`src/dt_regs.svh`:
```
// Purpose: Register offsets, field positions, reset values for the dual timer
// Assumes: 32-bit AHB-Lite register bus, one word per register
// Notes: Counter 2 sits one block of 0x20 above counter 1
`ifndef DT_REGS_SVH
`define DT_REGS_SVH

// ----------------------------------------------------------------------
// Per-counter register offsets (word index in bits 4:2)
// ----------------------------------------------------------------------
`define DT_OFS_RELOAD 3'h0
`define DT_OFS_VALUE 3'h1
`define DT_OFS_CONTROL 3'h2
`define DT_OFS_IRQ_CLEAR 3'h3
`define DT_OFS_RAW_STATUS 3'h4
`define DT_OFS_MASKED_STATUS 3'h5
`define DT_OFS_BG_RELOAD 3'h6
`define DT_CH_STRIDE_BIT 5

// ----------------------------------------------------------------------
// Shared register byte addresses
// ----------------------------------------------------------------------
`define DT_ADDR_TEST_CONTROL 12'hF00
`define DT_ADDR_TEST_OUTPUT 12'hF04
`define DT_ADDR_PERIPH_ID3 12'hFEC

// ----------------------------------------------------------------------
// Control register fields and reset
// ----------------------------------------------------------------------
`define DT_CTRL_ENABLE 7
`define DT_CTRL_PERIODIC 6
`define DT_CTRL_IRQ_EN 5
`define DT_CTRL_PRE_HI 3
`define DT_CTRL_PRE_LO 2
`define DT_CTRL_SIZE32 1
`define DT_CTRL_ONESHOT 0
`define DT_CTRL_RESET 8'h20
`define DT_CTRL_WR_MASK 8'hEF

// ----------------------------------------------------------------------
// Prescale codes and counter constants
// ----------------------------------------------------------------------
`define DT_PRE_DIV1 2'h0
`define DT_PRE_DIV16 2'h1
`define DT_PRE_DIV256 2'h2
`define DT_MASK16 32'h0000FFFF
`define DT_MASK32 32'hFFFFFFFF
`define DT_RELOAD_RESET 32'h00000000
`define DT_VALUE_RESET 32'hFFFFFFFF

`endif

```
`src/dt_pkg.sv`:
```
// Purpose: Types for the dual timer
// Assumes: Nothing beyond the register header
// Notes: Bus slave states are one-hot
package dt_pkg;

    // Bus slave state: ready, or one wait cycle for a read
    typedef enum logic [1:0] {
        DT_ST_IDLE = 2'b01,
        DT_ST_RWAIT = 2'b10
    } dt_bus_state_t;

endpackage

```
`src/dt_timer.sv`:
```
// Purpose: Dual down-counting timer with interrupts, reload and test mode
// Assumes: Counting clock is hclk; clock enables come from hclk logic
// Notes: Reads take one wait state, writes none; response always OKAY
//
// Notes on behaviour
// - Any write to clear register drops interrupt
// - Raw status bit 0 ignores enable
// - Masked status equals raw AND enable, drives pin
// - Background reload write keeps current count
// - Load and background reload share storage
// - Test control bit 0 selects test mode
// - Test output bits drive counter interrupts
// - Combined interrupt ORs test output bits
// - Counter 1 decrements only with its enable
// - Counter 2 decrements only with its enable
// - Counter raises interrupt on reaching zero
// - Combined interrupt is OR of both
// - Revision input shows in identification register
// - Interrupt enable resets to one
// - Load write replaces count at enabled edge
// - Load sets count at next enabled edge, background reloads later
// - Prescale divides by 1, 16, 256
//
// Chosen here: the address map and the AHB-Lite register port.
`timescale 1ns/1ps
`include "dt_regs.svh"

module dt_timer (
    input wire logic hclk, // Bus and counting clock, 200 MHz
    input wire logic hresetn, // Asynchronous reset, active low
    input wire logic hsel, // Slave select
    input wire logic [31:0] haddr, // Byte address
    input wire logic [1:0] htrans, // Transfer type
    input wire logic hwrite, // Write when high
    input wire logic [2:0] hsize, // Transfer size, word only
    input wire logic [31:0] hwdata, // Write data
    input wire logic hready, // Bus ready
    output logic [31:0] hrdata, // Read data
    output logic hreadyout, // Slave ready
    output logic hresp, // Response, always OKAY
    input wire logic counter1_clock_enable, // Counter 1 clock enable
    input wire logic counter2_clock_enable, // Counter 2 clock enable
    input wire logic [3:0] revision_tieoff_in, // Revision tie-off
    output logic counter1_irq_out, // Counter 1 interrupt
    output logic counter2_irq_out, // Counter 2 interrupt
    output logic combined_irq_out // Either interrupt
);

    // ------------------------------------------------------------------
    // Bus slave
    // ------------------------------------------------------------------
    dt_pkg::dt_bus_state_t state_ff;
    dt_pkg::dt_bus_state_t nxt_state;
    logic [11:0] addr_ff;
    logic [11:0] nxt_addr;
    logic wr_ff;
    logic nxt_wr;
    logic hready_ff;
    logic nxt_hready;
    logic [31:0] hrdata_ff;
    logic [31:0] nxt_hrdata;
    logic hresp_ff;
    logic nxt_hresp;
    logic [31:0] rd_mux;
    logic accept;

    // Size is not decoded: whole-word transfers only
    // Address phase taken on a selected non-idle transfer
    assign accept = hsel && htrans[1] && hready;

    // Next state of the slave
    always_comb begin
        nxt_state = state_ff;
        nxt_addr = addr_ff;
        nxt_wr = 1'b0;
        nxt_hready = hready_ff;
        nxt_hrdata = hrdata_ff;
        nxt_hresp = 1'b0;
        case (state_ff)
            dt_pkg::DT_ST_IDLE: begin
                if (accept) begin
                    nxt_addr = haddr[11:0];
                    nxt_wr = hwrite;
                    if (!hwrite) begin
                        nxt_state = dt_pkg::DT_ST_RWAIT;
                        nxt_hready = 1'b0;
                    end
                end
            end
            dt_pkg::DT_ST_RWAIT: begin
                nxt_hrdata = rd_mux;
                nxt_hready = 1'b1;
                nxt_state = dt_pkg::DT_ST_IDLE;
            end
            default: begin
                nxt_state = dt_pkg::DT_ST_IDLE;
                nxt_hready = 1'b1;
            end
        endcase
    end

    // Slave registers
    always_ff @(posedge hclk or negedge hresetn) begin
        if (!hresetn) begin
            state_ff <= dt_pkg::DT_ST_IDLE;
            addr_ff <= 12'h000;
            wr_ff <= 1'b0;
            hready_ff <= 1'b1;
            hrdata_ff <= 32'h00000000;
            hresp_ff <= 1'b0;
        end else begin
            state_ff <= nxt_state;
            addr_ff <= nxt_addr;
            wr_ff <= nxt_wr;
            hready_ff <= nxt_hready;
            hrdata_ff <= nxt_hrdata;
            hresp_ff <= nxt_hresp;
        end
    end

    // Bus outputs straight from the slave flip-flops
    assign hrdata = hrdata_ff;
    assign hreadyout = hready_ff;
    assign hresp = hresp_ff;

    // ------------------------------------------------------------------
    // Revision tie-off synchroniser and test registers
    // ------------------------------------------------------------------
    logic [3:0] rev_meta_ff;
    logic [3:0] rev_ff;
    logic test_mode_ff;
    logic nxt_test_mode;
    logic [1:0] test_out_ff;
    logic [1:0] nxt_test_out;
    logic wr_test_ctrl;
    logic wr_test_out;

    // Data-phase strobes for the shared test registers
    assign wr_test_ctrl = wr_ff && (addr_ff == `DT_ADDR_TEST_CONTROL);
    assign wr_test_out = wr_ff && (addr_ff == `DT_ADDR_TEST_OUTPUT);

    // Test control and test output written from data phase
    always_comb begin
        nxt_test_mode = test_mode_ff;
        nxt_test_out = test_out_ff;
        if (wr_test_ctrl) begin
            nxt_test_mode = hwdata[0];
        end
        if (wr_test_out) begin
            nxt_test_out = hwdata[1:0];
        end
    end

    // Test state and two-stage revision capture
    always_ff @(posedge hclk or negedge hresetn) begin
        if (!hresetn) begin
            test_mode_ff <= 1'b0;
            test_out_ff <= 2'b00;
            rev_meta_ff <= 4'h0;
            rev_ff <= 4'h0;
        end else begin
            test_mode_ff <= nxt_test_mode;
            test_out_ff <= nxt_test_out;
            rev_meta_ff <= revision_tieoff_in;
            rev_ff <= rev_meta_ff;
        end
    end

    // ------------------------------------------------------------------
    // Two counters
    // ------------------------------------------------------------------
    logic [1:0] clk_en;
    logic [31:0] reload_ff [2];
    logic [31:0] value_ff [2];
    logic [7:0] ctrl_ff [2];
    logic [1:0] raw_ff;
    logic [1:0] nxt_raw;
    logic [1:0] nxt_masked;

    // Per-counter enables, already in the clock domain
    assign clk_en = {counter2_clock_enable, counter1_clock_enable};

    // One slice per counter
    genvar gi;
    generate
        for (gi = 0; gi < 2; gi = gi + 1) begin : g_ch
            logic [31:0] nxt_reload;
            logic [31:0] pend_val_ff;
            logic [31:0] nxt_pend_val;
            logic pend_ff;
            logic nxt_pend;
            logic [31:0] nxt_value;
            logic [7:0] nxt_ctrl;
            logic [7:0] pre_cnt_ff;
            logic [7:0] nxt_pre_cnt;
            logic hit;
            logic tick;
            logic [31:0] mask;
            logic [31:0] cur;
            logic set_irq;
            logic clr_irq;

            // Write decode and width mask for this counter
            assign hit = wr_ff && (addr_ff[11:6] == 6'h00) && (addr_ff[`DT_CH_STRIDE_BIT] == 1'(gi));
            assign clr_irq = hit && (addr_ff[4:2] == `DT_OFS_IRQ_CLEAR);
            assign mask = ctrl_ff[gi][`DT_CTRL_SIZE32] ? `DT_MASK32 : `DT_MASK16;
            assign cur = value_ff[gi] & mask;

            // Prescaled tick, only on edges with the clock enable high
            always_comb begin
                case (ctrl_ff[gi][`DT_CTRL_PRE_HI:`DT_CTRL_PRE_LO])
                    `DT_PRE_DIV1: tick = clk_en[gi];
                    `DT_PRE_DIV16: tick = clk_en[gi] && (pre_cnt_ff[3:0] == 4'hF);
                    `DT_PRE_DIV256: tick = clk_en[gi] && (pre_cnt_ff == 8'hFF);
                    default: tick = 1'b0;
                endcase
            end

            // Register writes, load pending and count
            always_comb begin
                nxt_reload = reload_ff[gi];
                nxt_pend_val = pend_val_ff;
                nxt_pend = pend_ff;
                nxt_ctrl = ctrl_ff[gi];
                nxt_value = value_ff[gi];
                nxt_pre_cnt = pre_cnt_ff;
                set_irq = 1'b0;
                if (clk_en[gi]) begin
                    nxt_pre_cnt = pre_cnt_ff + 8'h01;
                end
                if (pend_ff && clk_en[gi]) begin
                    nxt_value = pend_val_ff;
                    nxt_pend = 1'b0;
                end else if (ctrl_ff[gi][`DT_CTRL_ENABLE] && tick) begin
                    if (cur == 32'h00000000) begin
                        if (!ctrl_ff[gi][`DT_CTRL_ONESHOT]) begin
                            nxt_value = ctrl_ff[gi][`DT_CTRL_PERIODIC] ? reload_ff[gi] : mask;
                        end
                    end else begin
                        nxt_value = cur - 32'h00000001;
                        set_irq = (cur == 32'h00000001);
                    end
                end
                if (hit) begin
                    case (addr_ff[4:2])
                        `DT_OFS_RELOAD: begin
                            nxt_reload = hwdata;
                            nxt_pend_val = hwdata;
                            nxt_pend = 1'b1;
                        end
                        `DT_OFS_BG_RELOAD: begin
                            nxt_reload = hwdata;
                        end
                        `DT_OFS_CONTROL: begin
                            nxt_ctrl = hwdata[7:0] & `DT_CTRL_WR_MASK;
                        end
                        default: begin
                            nxt_reload = nxt_reload;
                        end
                    endcase
                end
                nxt_raw[gi] = set_irq || (raw_ff[gi] && !clr_irq);
                nxt_masked[gi] = test_mode_ff ? test_out_ff[gi] : (nxt_raw[gi] && nxt_ctrl[`DT_CTRL_IRQ_EN]);
            end

            // Counter state
            always_ff @(posedge hclk or negedge hresetn) begin
                if (!hresetn) begin
                    reload_ff[gi] <= `DT_RELOAD_RESET;
                    pend_val_ff <= `DT_RELOAD_RESET;
                    pend_ff <= 1'b0;
                    value_ff[gi] <= `DT_VALUE_RESET;
                    ctrl_ff[gi] <= `DT_CTRL_RESET;
                    pre_cnt_ff <= 8'h00;
                    raw_ff[gi] <= 1'b0;
                end else begin
                    reload_ff[gi] <= nxt_reload;
                    pend_val_ff <= nxt_pend_val;
                    pend_ff <= nxt_pend;
                    value_ff[gi] <= nxt_value;
                    ctrl_ff[gi] <= nxt_ctrl;
                    pre_cnt_ff <= nxt_pre_cnt;
                    raw_ff[gi] <= nxt_raw[gi];
                end
            end
        end
    endgenerate

    // ------------------------------------------------------------------
    // Read mux
    // ------------------------------------------------------------------
    // Unmapped addresses and write-only registers read zero
    always_comb begin
        logic sel;
        sel = addr_ff[`DT_CH_STRIDE_BIT];
        rd_mux = 32'h00000000;
        if (addr_ff[11:6] == 6'h00) begin
            case (addr_ff[4:2])
                `DT_OFS_RELOAD: rd_mux = reload_ff[sel];
                `DT_OFS_BG_RELOAD: rd_mux = reload_ff[sel];
                `DT_OFS_VALUE: rd_mux = value_ff[sel];
                `DT_OFS_CONTROL: rd_mux = {24'h000000, ctrl_ff[sel]};
                `DT_OFS_RAW_STATUS: rd_mux = {31'h00000000, raw_ff[sel]};
                `DT_OFS_MASKED_STATUS: rd_mux = {31'h00000000, raw_ff[sel] && ctrl_ff[sel][`DT_CTRL_IRQ_EN]};
                default: rd_mux = 32'h00000000;
            endcase
        end else if (addr_ff == `DT_ADDR_TEST_CONTROL) begin
            rd_mux = {31'h00000000, test_mode_ff};
        end else if (addr_ff == `DT_ADDR_PERIPH_ID3) begin
            rd_mux = {24'h000000, rev_ff, 4'h0};
        end
    end

    // ------------------------------------------------------------------
    // Interrupt outputs
    // ------------------------------------------------------------------
    logic [1:0] irq_ff;
    logic irqc_ff;
    logic nxt_irqc;

    // Combined state: OR of both counters, or of the test bits
    always_comb begin
        nxt_irqc = |nxt_masked;
    end

    // Outputs track masked state, or test bits in test mode
    always_ff @(posedge hclk or negedge hresetn) begin
        if (!hresetn) begin
            irq_ff <= 2'b00;
            irqc_ff <= 1'b0;
        end else begin
            irq_ff <= nxt_masked;
            irqc_ff <= nxt_irqc;
        end
    end

    // Pins straight from the output flip-flops
    assign counter1_irq_out = irq_ff[0];
    assign counter2_irq_out = irq_ff[1];
    assign combined_irq_out = irqc_ff;

endmodule // dt_timer

```
`config.mk`:
```
export PLATFORM = sky130hd
export DESIGN_NAME = dt_timer
export DESIGN_NICKNAME = d
export VERILOG_FILES = /design/src/dt_pkg.sv /design/src/dt_timer.sv
export VERILOG_INCLUDE_DIRS = /design/src
export SDC_FILE = /design/constraint.sdc
export NUM_CORES = 1
export LEC_CHECK = 0
export BUFFER_PORTS_ARGS = -buffer_cell sky130_fd_sc_hd__buf_4
export CORE_UTILIZATION = 40
export CTS_CLUSTER_DIAMETER = 200
export DETAILED_ROUTE_END_ITERATION = 10
export GPL_TIMING_DRIVEN = 0
export SYNTH_ARGS = -nofsm -noshare
export SYNTH_HDL_FRONTEND = slang
export SYNTH_SLANG_ARGS = --single-unit
export TNS_END_PERCENT = 50
```
`constraint.sdc`:
```
create_clock -name hclk -period 3.8 [get_ports hclk]
set_input_delay 0.19 -clock hclk [delete_from_list [all_inputs] [get_ports hclk]]
set_output_delay 0.19 -clock hclk [all_outputs]
set_load 0.02 [all_outputs]
```
==> impl_metrics.tcl, run 1 <==
set metrics [dict create \
    cts_hold_buf 50 \
    hpwlAfterDp_um 40780 \
    clock_sinks 287 \
    vdd_drop_max_mv 0.3683 \
    setup_violations 0 \
    cpMostUsedCell "clkbuf_1" \
    synth_area_mm2 0.01568 \
    drv_slew 0 \
    power_per_cell_area_mw_per_mm2 454.9 \
    period_minus_slack_ns 3.336 \
    multiInputGateArea_mm2 0.007747 \
    path_depth 8 \
    cts_root_buffer "clkbuf_16" \
    ys_ff_latch 287 \
    ys_seq_area_share_pct 46.33 \
    routed-via-count 13475 \
    nFillCells 3606 \
    combinationalPowerShare_pct 18.9 \
    netlist_instances 1515 \
    drtAntennaViolNets 0 \
    critical_path.endpoint_type "flop" \
    grt_pass1_wl_um 82540 \
    max_stage_delay_ns 0.75 \
    worstPathArrival_ns 3.84 \
    cts_buffers 31 \
    drt-total-wl_um 55000 \
    start_util_pct 40.58 \
    cts_resized 0 \
    hold_slack_ns 0.07896 \
    max_slew_margin_pct 21.11 \
    rows 72 \
    fmax_mhz 299.8 \
    drive_gt1_share_pct 25.03 \
    die_h_um 200 \
    tightestPinTransition_ns 1.174 \
    cts_setup_buffers 0 \
    switching_share_pct 30.10 \
    rsz0062_at_grt "false" \
    syn_to_final_growth_pct 18.96 \
    start_kind "flop" \
    outcome "complete, no violations" \
    period_share_pct 87.79 \
    setup_tns_ns 0 \
    gr-total-overflow 0 \
    crit_buf_inv 2 \
    synthArstFlopShare_pct 100.0 \
    synth_commonest_cells "dfrtp_1 (220), mux2_2 (156), a21oi_1 (122), nor2_1 (94), clkbuf_1 (93)" \
    grtUsageTotal_pct 27.92 \
    gp_congestion 0.9615 \
    p_leak_nw 7.964 \
    crit_type "flop to flop" \
    antenna_found_initial 0 \
    ios 117 \
    yosysMostFrequentCell "dfrtp_1" \
    cts.path.max_buffers 3 \
    vias_per_cell 6.037 \
    die_w_um 200 \
    hold_path.class "input port to flop" \
    h-tree-depth 1 \
    clkLatencyLatePin_ns 0.59 \
    wl_per_cell_um 24.64 \
    core_mm2 0.03865 \
    ys.warnings.count 0 \
    dieArea_mm2 0.04000 \
    port_buffers 89 \
    path_cells "clkbuf_1, nor3_1, nand4_1, o41ai_4, a31oi_2, clkbuf_1, nand3_1, o22ai_1" \
    pwr-share-clk_pct 38.0 \
    grt_pass1_vias 13139 \
    n_antenna_cell 0 \
    dr.pass1.iters 7 \
    first_iter_violations 1301 \
    ys_types 88 \
    crit_family "compound AO/OA/AOI/OAI gates" \
    seq_area_mm2 0.007266 \
    path_max_fanout 10 \
    nNetsFinal 1783 \
    drc 0 \
    reg2reg_depth 8 \
    yosys-top-cells-area "dfrtp_1 (35%), dfstp_2 (11%), mux2_2 (11%)" \
    maxCapViolations 0 \
    clkTransAtPathRegs_ns 0.06 \
    p_switching_mw 2.554 \
    hold_viol 0 \
    slowest_stage "o41ai_4" \
    cp.required_ns 4.30 \
    synth_area_leader_cell "dfrtp_1" \
    synth-main-ff-cell "dfrtp_1" \
    skew_ns 0.01599 \
    intPower_mw 5.931 \
    synth_top_area_share_pct 35.11 \
    postSynthAreaPerCell_um2 10.35 \
    p_seq_share_pct 43.2 \
    syn_nets 1609 \
    whs_path_depth 2 \
    grt_max_degree 118 \
    cts_tree "done" \
    synth-edff-count 0 \
]
-- cell usage in the layout, fill, tap and decap left out, types with 50 or more instances in the layout --
master and n:
dfrtp_1 220, nand2_1 85, o21ai_0 64, dlygate4sd3_1 50, a21oi_1 122, clkbuf_1 96, mux2i_1 57, mux2_2 156
dfstp_2 67, nor2_1 94, buf_4 92
-- kinds of logic (layout without fill, tap and decap cells) --
logic type | after synthesis | count (layout) | share of synthesized area (%)
AOI/OAI and AO/OA | 431 | 431 | 18.39
xor gates and xnor gates | 31 | 31 | 1.731
adders and majority gates | 14 | 14 | 1.117
buffers and inverters | 156 | 355 | 4.261
DFF | 287 | 287 | 46.33
muxes | 213 | 213 | 14.84
other | 1 | 1 | 0.02391
and+or+nand+nor | 382 | 382 | 13.30
-- cell type report --
class | count | area share [%]
Multi-Input combinational cell | 1072 | 41.53
Clock buffer | 42 | 4.809
Timing Repair Buffer | 141 | 6.600
Sequential cell | 287 | 38.95
Tap cell | 518 | 3.474
Inverter | 23 | 0.4628
Clock inverter | 16 | 1.053
Buffer | 133 | 3.119
-- flip-flops by register name, indices dropped and copies added, names as in the netlist --
| signal | cells |
|---|---|
| addr_ff | 12 |
| g_ch.pend_val_ff | 64 |
| ctrl_ff | 14 |
| state_ff | 2 |
| rev_ff | 4 |
| reload_ff | 64 |
| irq_ff | 2 |
| g_ch.pre_cnt_ff | 16 |
| rev_meta_ff | 4 |
| test_mode_ff | 1 |
| combined_irq_out | 1 |
| hrdata | 32 |
| wr_ff | 1 |
| raw_ff | 2 |
| value_ff | 64 |
| g_ch.pend_ff | 2 |
| test_out_ff | 2 |
-- power by group through the flow --
stage / clock network (mW) / logic (mW) / registers [mW]
after floorplan: 0 / 1.04 / 3.60
after global placement: 0 / 1.50 / 3.70
after detailed placement: 0 / 1.53 / 3.71
after CTS: 3.28 / 1.58 / 3.66
after global routing: 3.39 / 1.74 / 3.69
final: 3.22 / 1.60 / 3.66
-- metal layers --
| layer | track usage, % | routed length, um |
|---|---|---|
| met4 | 11.34 | 2421 |
| met5 | 0 | 0 |
| met3 | 4.419 | 3790 |
| met1 | 38.74 | 24310 |
| met2 | 43.45 | 24480 |
-- worst paths after layout --
path                                           end  slack [ns]             startpoint
setup / recovery                      value_ff[55]        0.46           value_ff[55]
hold / removal               g_ch[0].pre_cnt_ff[0]        0.08  counter1_clock_enable
setup reg to reg                      value_ff[55]        0.46           value_ff[55]
hold reg to reg                          rev_ff[3]        0.34         rev_meta_ff[3]
max in group asynchronous           rev_meta_ff[2]        2.19                hresetn
min in group asynchronous  g_ch[0].pend_val_ff[27]        0.11                hresetn
-- per-stage QoR --
| step | setup WS, ns | instances | power (mW) | area (um2) | util (%) |
|---|---|---|---|---|---|
| after floorplan | 1.424 | 1515 | 4.649 | 15680 | - |
| after global placement | 0.01282 | 2122 | 5.194 | 17000 | 43.98 |
| after detailed placement | 0.5997 | 2124 | 5.240 | 17060 | 44.14 |
| after CTS | 0.5621 | 2232 | 8.516 | 18650 | 48.27 |
| after global routing | 0.3055 | 2232 | 8.827 | 18650 | 48.27 |
| final | 0.4639 | 2232 | 8.486 | 18650 | 48.27 |
(Power assumes the default switching activity.)
==> run 2, diff against run 1 <==
--- a/config.mk
+++ b/config.mk
@@ -7,10 +7,13 @@
 export NUM_CORES = 1
 export LEC_CHECK = 0
 export BUFFER_PORTS_ARGS = -buffer_cell sky130_fd_sc_hd__buf_4
+export CELL_PAD_IN_SITES_DETAIL_PLACEMENT = 0
+export CELL_PAD_IN_SITES_GLOBAL_PLACEMENT = 1
 export CORE_UTILIZATION = 40
 export CTS_CLUSTER_DIAMETER = 200
 export DETAILED_ROUTE_END_ITERATION = 10
 export GPL_TIMING_DRIVEN = 0
+export PLACE_DENSITY_LB_ADDON = 0.1
 export SYNTH_ARGS = -nofsm -noshare
 export SYNTH_HDL_FRONTEND = slang
 export SYNTH_SLANG_ARGS = --single-unit
==> run 2 against run 1 <==
The flow now finishes with violations (DRC). Clock skew increased by 0.016 ns. Worst setup slack lost 0.055 ns. Worst hold slack improved by 0.030 ns. Register-to-register slack worse by 0.05 ns. Non-clock buffer count stayed put. Largest power group unchanged. Highest routed layer unchanged.
==> impl_metrics.tcl, run 2 (synthesis results as in run 1) <==
set metrics [dict create \
    p_leak_nw 7.989 \
    setup_violations 0 \
    tightestPinTransition_ns 1.316 \
    dp_cells 2124 \
    rows 72 \
    antenna_found_initial 0 \
    hold_viol 0 \
    reg_top3 "g_ch.pend_val_ff (64), reload_ff (64), value_ff (64)" \
    pwr-share-clk_pct 39.4 \
    cts_tree "done" \
    period_minus_slack_ns 3.391 \
    period_share_pct 89.23 \
    core_mm2 0.03865 \
    critical_path.startpoint "value_ff[32]" \
    cts.path.max_buffers 3 \
    drc 1 \
    drtAntennaViolNets 0 \
    finalWorstSetupSlack_ns 0.4092 \
    outcome "complete, but fails checks" \
    port_buffers 89 \
    vias_per_cell 6.005 \
    ios 117 \
    layout_commonest_cell "dfrtp_1" \
    drt-total-wl_um 57820 \
    n_antenna_cell 0 \
    violations "DRC" \
    drive_gt1_share_pct 24.80 \
    grtUsageTotal_pct 29.47 \
    path_max_fanout 8 \
    combinationalPowerShare_pct 18.5 \
    power_per_cell_area_mw_per_mm2 465.6 \
    grt_pass1_vias 13211 \
    p_switching_mw 2.682 \
    routed-via-count 13451 \
    cp.required_ns 4.23 \
    fmax_mhz 294.9 \
    clkTransAtPathRegs_ns 0.06 \
    clkLatencyLatePin_ns 0.57 \
    gp_congestion 0.9059 \
    regToRegSetupSlack_ns 0.41 \
    cts_buffers 36 \
    h-tree-depth 2 \
    cts_resized 0 \
    switching_share_pct 30.78 \
    crit_type "flop to flop" \
    max_slew_margin_pct 12.08 \
    vdd_drop_max_mv 0.3013 \
    nFillCells 3690 \
    dr.pass1.iters 10 \
    p_seq_share_pct 42.1 \
    r2r-start "value_ff[32]" \
    drv_slew 0 \
    fin_util_pct 48.42 \
    grt_max_degree 114 \
    mostFrequentLayoutCells "dfrtp_1 (220), mux2_2 (156), a21oi_1 (122), clkbuf_1 (106), nor2_1 (94)" \
    dieArea_mm2 0.04000 \
    gr-total-overflow 0 \
    critical_path.endpoint_type "flop" \
    first_iter_violations 1135 \
    maxCapViolations 0 \
    rsz0062_at_grt "false" \
    hold_path.class "input port to flop" \
    wl_per_cell_um 25.81 \
    hpwlAfterDp_um 42590 \
    worstPathArrival_ns 3.82 \
    die_h_um 200 \
    cts_root_buffer "clkbuf_16" \
    hp-start "counter1_clock_enable" \
    die_w_um 200 \
    place_area_mm2 0.01706 \
    grt_pass1_wl_um 85830 \
    fin_total_pwr_mw 8.713 \
    intPower_mw 6.031 \
    pre_cts_ws_ns 0.5359 \
    fin_area_mm2 0.01871 \
    skew_ns 0.03157 \
    syn_to_final_growth_pct 19.34 \
    nNetsFinal 1788 \
    hold_slack_ns 0.1087 \
    setup_tns_ns 0 \
    start_kind "flop" \
    clock_sinks 287 \
    start_util_pct 40.58 \
    finalNonFillerCells 2240 \
]
## run 2: worst paths after layout
kind	cells past startpoint	to
worst max-delay path	9	value_ff[62]
worst min-delay path	3	g_ch[0].pre_cnt_ff[2]
worst max register to register	9	value_ff[62]
worst min register to register	0	rev_ff[0]
max in group asynchronous	4	g_ch[1].pre_cnt_ff[1]
min in group asynchronous	2	g_ch[0].pend_val_ff[29]
## run 2: area by class of cell
| class | instances | area (um2) | share of cell area [%] |
|---|---|---|---|
| clock inverters | 12 | 123.9 | 0.6619 |
| well taps | 518 | 648.1 | 3.463 |
| clock buffers | 54 | 1030 | 5.502 |
| plain buffers | 133 | 581.8 | 3.109 |
| repair buffers | 141 | 1231 | 6.579 |
| flip-flops and latches | 287 | 7266 | 38.82 |
| multi-input cells | 1072 | 7747 | 41.40 |
| inverters | 23 | 86.33 | 0.4613 |
## run 2: power groups by stage
stage	clock network, mW	registers, mW	logic (mW)
2_1_floorplan	0	3.60	1.04
5_1_grt	3.60	3.70	1.76
6_report	3.43	3.67	1.62
4_1_cts	3.49	3.66	1.60
3_3_place_gp	0	3.71	1.52
3_5_place_dp	0	3.71	1.55
## run 2: worst max-delay path, cell delays in order, from the launching register on
cell and delay, ns:
dfstp_2 0.40, inv_1 0.17, ha_1 0.24, nor3b_1 1.06, and3_1 0.31, clkbuf_1 0.27
nand2_1 0.20, nor4_1 0.31, nand3b_1 0.18, a41oi_1 0.12
## run 2: repair_timing
item,in CTS,in global routing
buffers inserted,0,0
endpoints found under the setup margin,0,0
endpoints found under the hold margin,216,0
hold buffers,50,0
## run 2: layer usage
layer	vias up	track usage, %	part of all wire [%]
li1	6064	-	-
met1	6838	40.53	45
met2	456	47.26	46
met3	93	3.629	5.1
met4	0	11.54	3.4
met5	-	0	0
==> run 3, diff against run 2 <==
--- a/config.mk
+++ b/config.mk
@@ -6,11 +6,12 @@
 export SDC_FILE = /design/constraint.sdc
 export NUM_CORES = 1
 export LEC_CHECK = 0
+export ABC_AREA = 1
 export BUFFER_PORTS_ARGS = -buffer_cell sky130_fd_sc_hd__buf_4
 export CELL_PAD_IN_SITES_DETAIL_PLACEMENT = 0
 export CELL_PAD_IN_SITES_GLOBAL_PLACEMENT = 1
 export CORE_UTILIZATION = 40
-export CTS_CLUSTER_DIAMETER = 200
+export CTS_CLUSTER_DIAMETER = 150
 export DETAILED_ROUTE_END_ITERATION = 10
 export GPL_TIMING_DRIVEN = 0
 export PLACE_DENSITY_LB_ADDON = 0.1
==> run 3 against run 2 <==
Flip-flop and latch count is the same. The run now ends clean. Largest power group unchanged. Combinational power about the same. Via count is 15% higher.
==> impl_metrics.tcl, run 3 <==
set metrics [dict create \
    outcome "complete, no violations" \
    core_mm2 0.03973 \
    dr_wl_met2_um 28060 \
    max_stage_delay_ns 0.78 \
    pre_cts_ws_ns 1.182 \
    synth-edff-count 0 \
    maxCapViolations 0 \
    rsz0062_at_grt "false" \
    hold_viol 0 \
    ys.warnings.count 0 \
    die_w_um 202.7 \
    fin_total_pwr_mw 8.901 \
    gp_congestion 0.9048 \
    hpwlAfterDp_um 46670 \
    cts_setup_buffers 0 \
    critical_path.endpoint_type "flop" \
    p_seq_share_pct 41.6 \
    dr.pass1.iters 5 \
    yosysMostFrequentCell "nand2_1" \
    cts_resized 0 \
    yosys-top-cells-area "dfrtp_1 (34%), nand2_1 (18%), dfstp_2 (11%)" \
    cts_root_buffer "clkbuf_16" \
    cp.required_ns 4.30 \
    synth_commonest_cells "nand2_1 (770), o21ai_0 (270), nor2_1 (232), dfrtp_1 (220), inv_1 (194)" \
    intPower_mw 6.148 \
    synthMuxAreaShare_pct 0 \
    setup_violations 0 \
    highest_layer "met4" \
    crit_type "flop to flop" \
    crit_buf_inv 3 \
    syn_nets 2333 \
    synth_area_leader_cell "dfrtp_1" \
    fin_util_pct 47.61 \
    grt_max_degree 118 \
    period_minus_slack_ns 2.611 \
    hold_slack_ns 0.01745 \
    finalWorstSetupSlack_ns 1.189 \
    ios 117 \
    mostFrequentLayoutCells "nand2_1 (770), o21ai_0 (270), nor2_1 (232), dfrtp_1 (220), inv_1 (194)" \
    wl_met3_um 3766 \
    synth_compound_area_share_pct 13.55 \
    nFillCells 4160 \
    skew_ns 0.01641 \
    layout_commonest_cell "nand2_1" \
    netlist_instances 2239 \
    hold_path.class "input port to flop" \
    nNetsFinal 2481 \
    path_cells "inv_1, ha_1, nand2_1, nor3_1, nand2_1, buf_2, o21ai_1, inv_1, nand2_1, nand2_1, nand2_1" \
    grt_pass1_wl_um 90830 \
    synth_top_family_by_area "simple AND/OR/NAND/NOR gates" \
    start_kind "flop" \
    dieArea_mm2 0.04107 \
    dp_cells 2855 \
    cts.path.max_buffers 3 \
    drive_gt1_share_pct 11.89 \
    critical_path.startpoint "value_ff[0]" \
    path_max_fanout 10 \
    die_h_um 202.7 \
    clkLatencyLatePin_ns 0.56 \
    vias_per_cell 5.280 \
    synth-adder-area-share_pct 1.088 \
    h-tree-depth 2 \
    cpMostUsedCell "nand2_1" \
    pwr-share-clk_pct 40.2 \
    clock_sinks 287 \
    ys_ff_latch 287 \
    start_util_pct 40.53 \
    tightestPinTransition_ns 0.9671 \
    multiInputGateArea_mm2 0.007575 \
    reg_top3 "g_ch.pend_val_ff (64), reload_ff (64), value_ff (64)" \
    drv_slew 0 \
    max_slew_margin_pct 35.03 \
    cts_buffers 35 \
    cts_hold_buf 20 \
    power_per_cell_area_mw_per_mm2 470.5 \
    r2r-end "value_ff[25]" \
    port_buffers 89 \
    drt-total-wl_um 59630 \
    drt-met1-wl_um 26130 \
    finalNonFillerCells 2939 \
    path_depth 11 \
    ys_seq_area_share_pct 45.12 \
    period_share_pct 68.72 \
    rows 73 \
    r2r-start "value_ff[0]" \
    routed-via-count 15518 \
    p_leak_nw 10.02 \
    wl_per_cell_um 20.29 \
    ys_types 39 \
    p_switching_mw 2.754 \
    grtUsageTotal_pct 29.62 \
    synth_area_mm2 0.01610 \
    fmax_mhz 383.0 \
    reg2reg_depth 11 \
    regToRegSetupSlack_ns 1.19 \
    synth-xor-area-share_pct 2.012 \
    drtAntennaViolNets 0 \
    worstPathArrival_ns 3.11 \
    synth-main-ff-cell "dfrtp_1" \
    synthSimpleGateAreaFrac_pct 30.36 \
    synth_top_area_share_pct 34.19 \
    first_iter_violations 1086 \
    slowest_stage "nor3_1" \
    syn_to_final_growth_pct 17.47 \
    combinationalPowerShare_pct 18.3 \
    drc 0 \
    endpoint "value_ff[25]" \
    antenna_found_initial 0 \
    n_antenna_cell 0 \
    seq_area_mm2 0.007266 \
    gr-total-overflow 0 \
    switching_share_pct 30.94 \
    grt_pass1_vias 15340 \
    postSynthAreaPerCell_um2 7.193 \
    crit_family "simple AND/OR/NAND/NOR gates" \
    vdd_drop_max_mv 0.3245 \
    hp-start "hwdata[24]" \
    clkTransAtPathRegs_ns 0.06 \
    cts_tree "done" \
    synthArstFlopShare_pct 100.0 \
]
## run 3: cell types whose count changed in the layout (fill, tap and decap cells not counted), moves of 77 or more
cell     change
nand2_1    +685
o21ai_0    +206
inv_1      +172
mux2_2     -156
nor2_1     +138
nand3_1     +90
a21oi_1     -77
## run 3: power groups by stage
stage | clock (mW) | combinational (mW) | sequential [mW]
after floorplan | 0 | 1.04 | 3.64
after global placement | 0 | 1.56 | 3.74
after detailed placement | 0 | 1.59 | 3.75
after CTS | 3.63 | 1.62 | 3.70
after global routing | 3.75 | 1.82 | 3.73
final | 3.58 | 1.63 | 3.70
## run 3: worst min path at each step
stage / slack [ns] / cells past startpoint / to
after floorplan: -0.11 / 0 / addr_ff[0]
after global placement: 0.30 / 1 / rev_meta_ff[2]
after detailed placement: 0.26 / 1 / g_ch[1].pend_val_ff[28]
after CTS: 0.01 / 3 / reload_ff[4]
after global routing: 0.02 / 3 / g_ch[0].pend_val_ff[12]
final: 0.02 / 3 / g_ch[0].pend_val_ff[24]
## run 3: kinds of logic after synthesis
kind of cell	after synthesis
xor+xnor	37
flops	287
fa+ha+maj	14
simple gates	1202
buf+inv	308
other cells	1
compound gates	390
## run 3: per-layer routing
layer | vias to the layer above | global-route usage, %
met2 | 519 | 49.01
li1 | 7439 | -
met3 | 93 | 4.639
met1 | 7467 | 39.82
met5 | - | 0
met4 | 0 | 8.996
## run 3: area by class of cell
class / instances / share of cell area [%]
Sequential cell: 287 / 38.41
Tap cell: 525 / 3.472
Clock inverter: 6 / 0.6482
Buffer: 106 / 2.665
Clock buffer: 58 / 5.833
Multi-Input combinational cell: 1644 / 40.04
Timing Repair Buffer: 111 / 4.921
Inverter: 202 / 4.015
## run 3: worst min-delay path, cell delays in order
cell	delay, ns
buf_4	0.08
inv_1	0.10
o21ai_0	0.17
## run 3: stage by stage
step | cell area (um2) | setup TNS, ns
2_1_floorplan | 16100 | 0
3_3_place_gp | 17430 | -16.49
3_5_place_dp | 17490 | 0
4_1_cts | 18920 | 0
5_1_grt | 18920 | 0
6_report | 18920 | 0
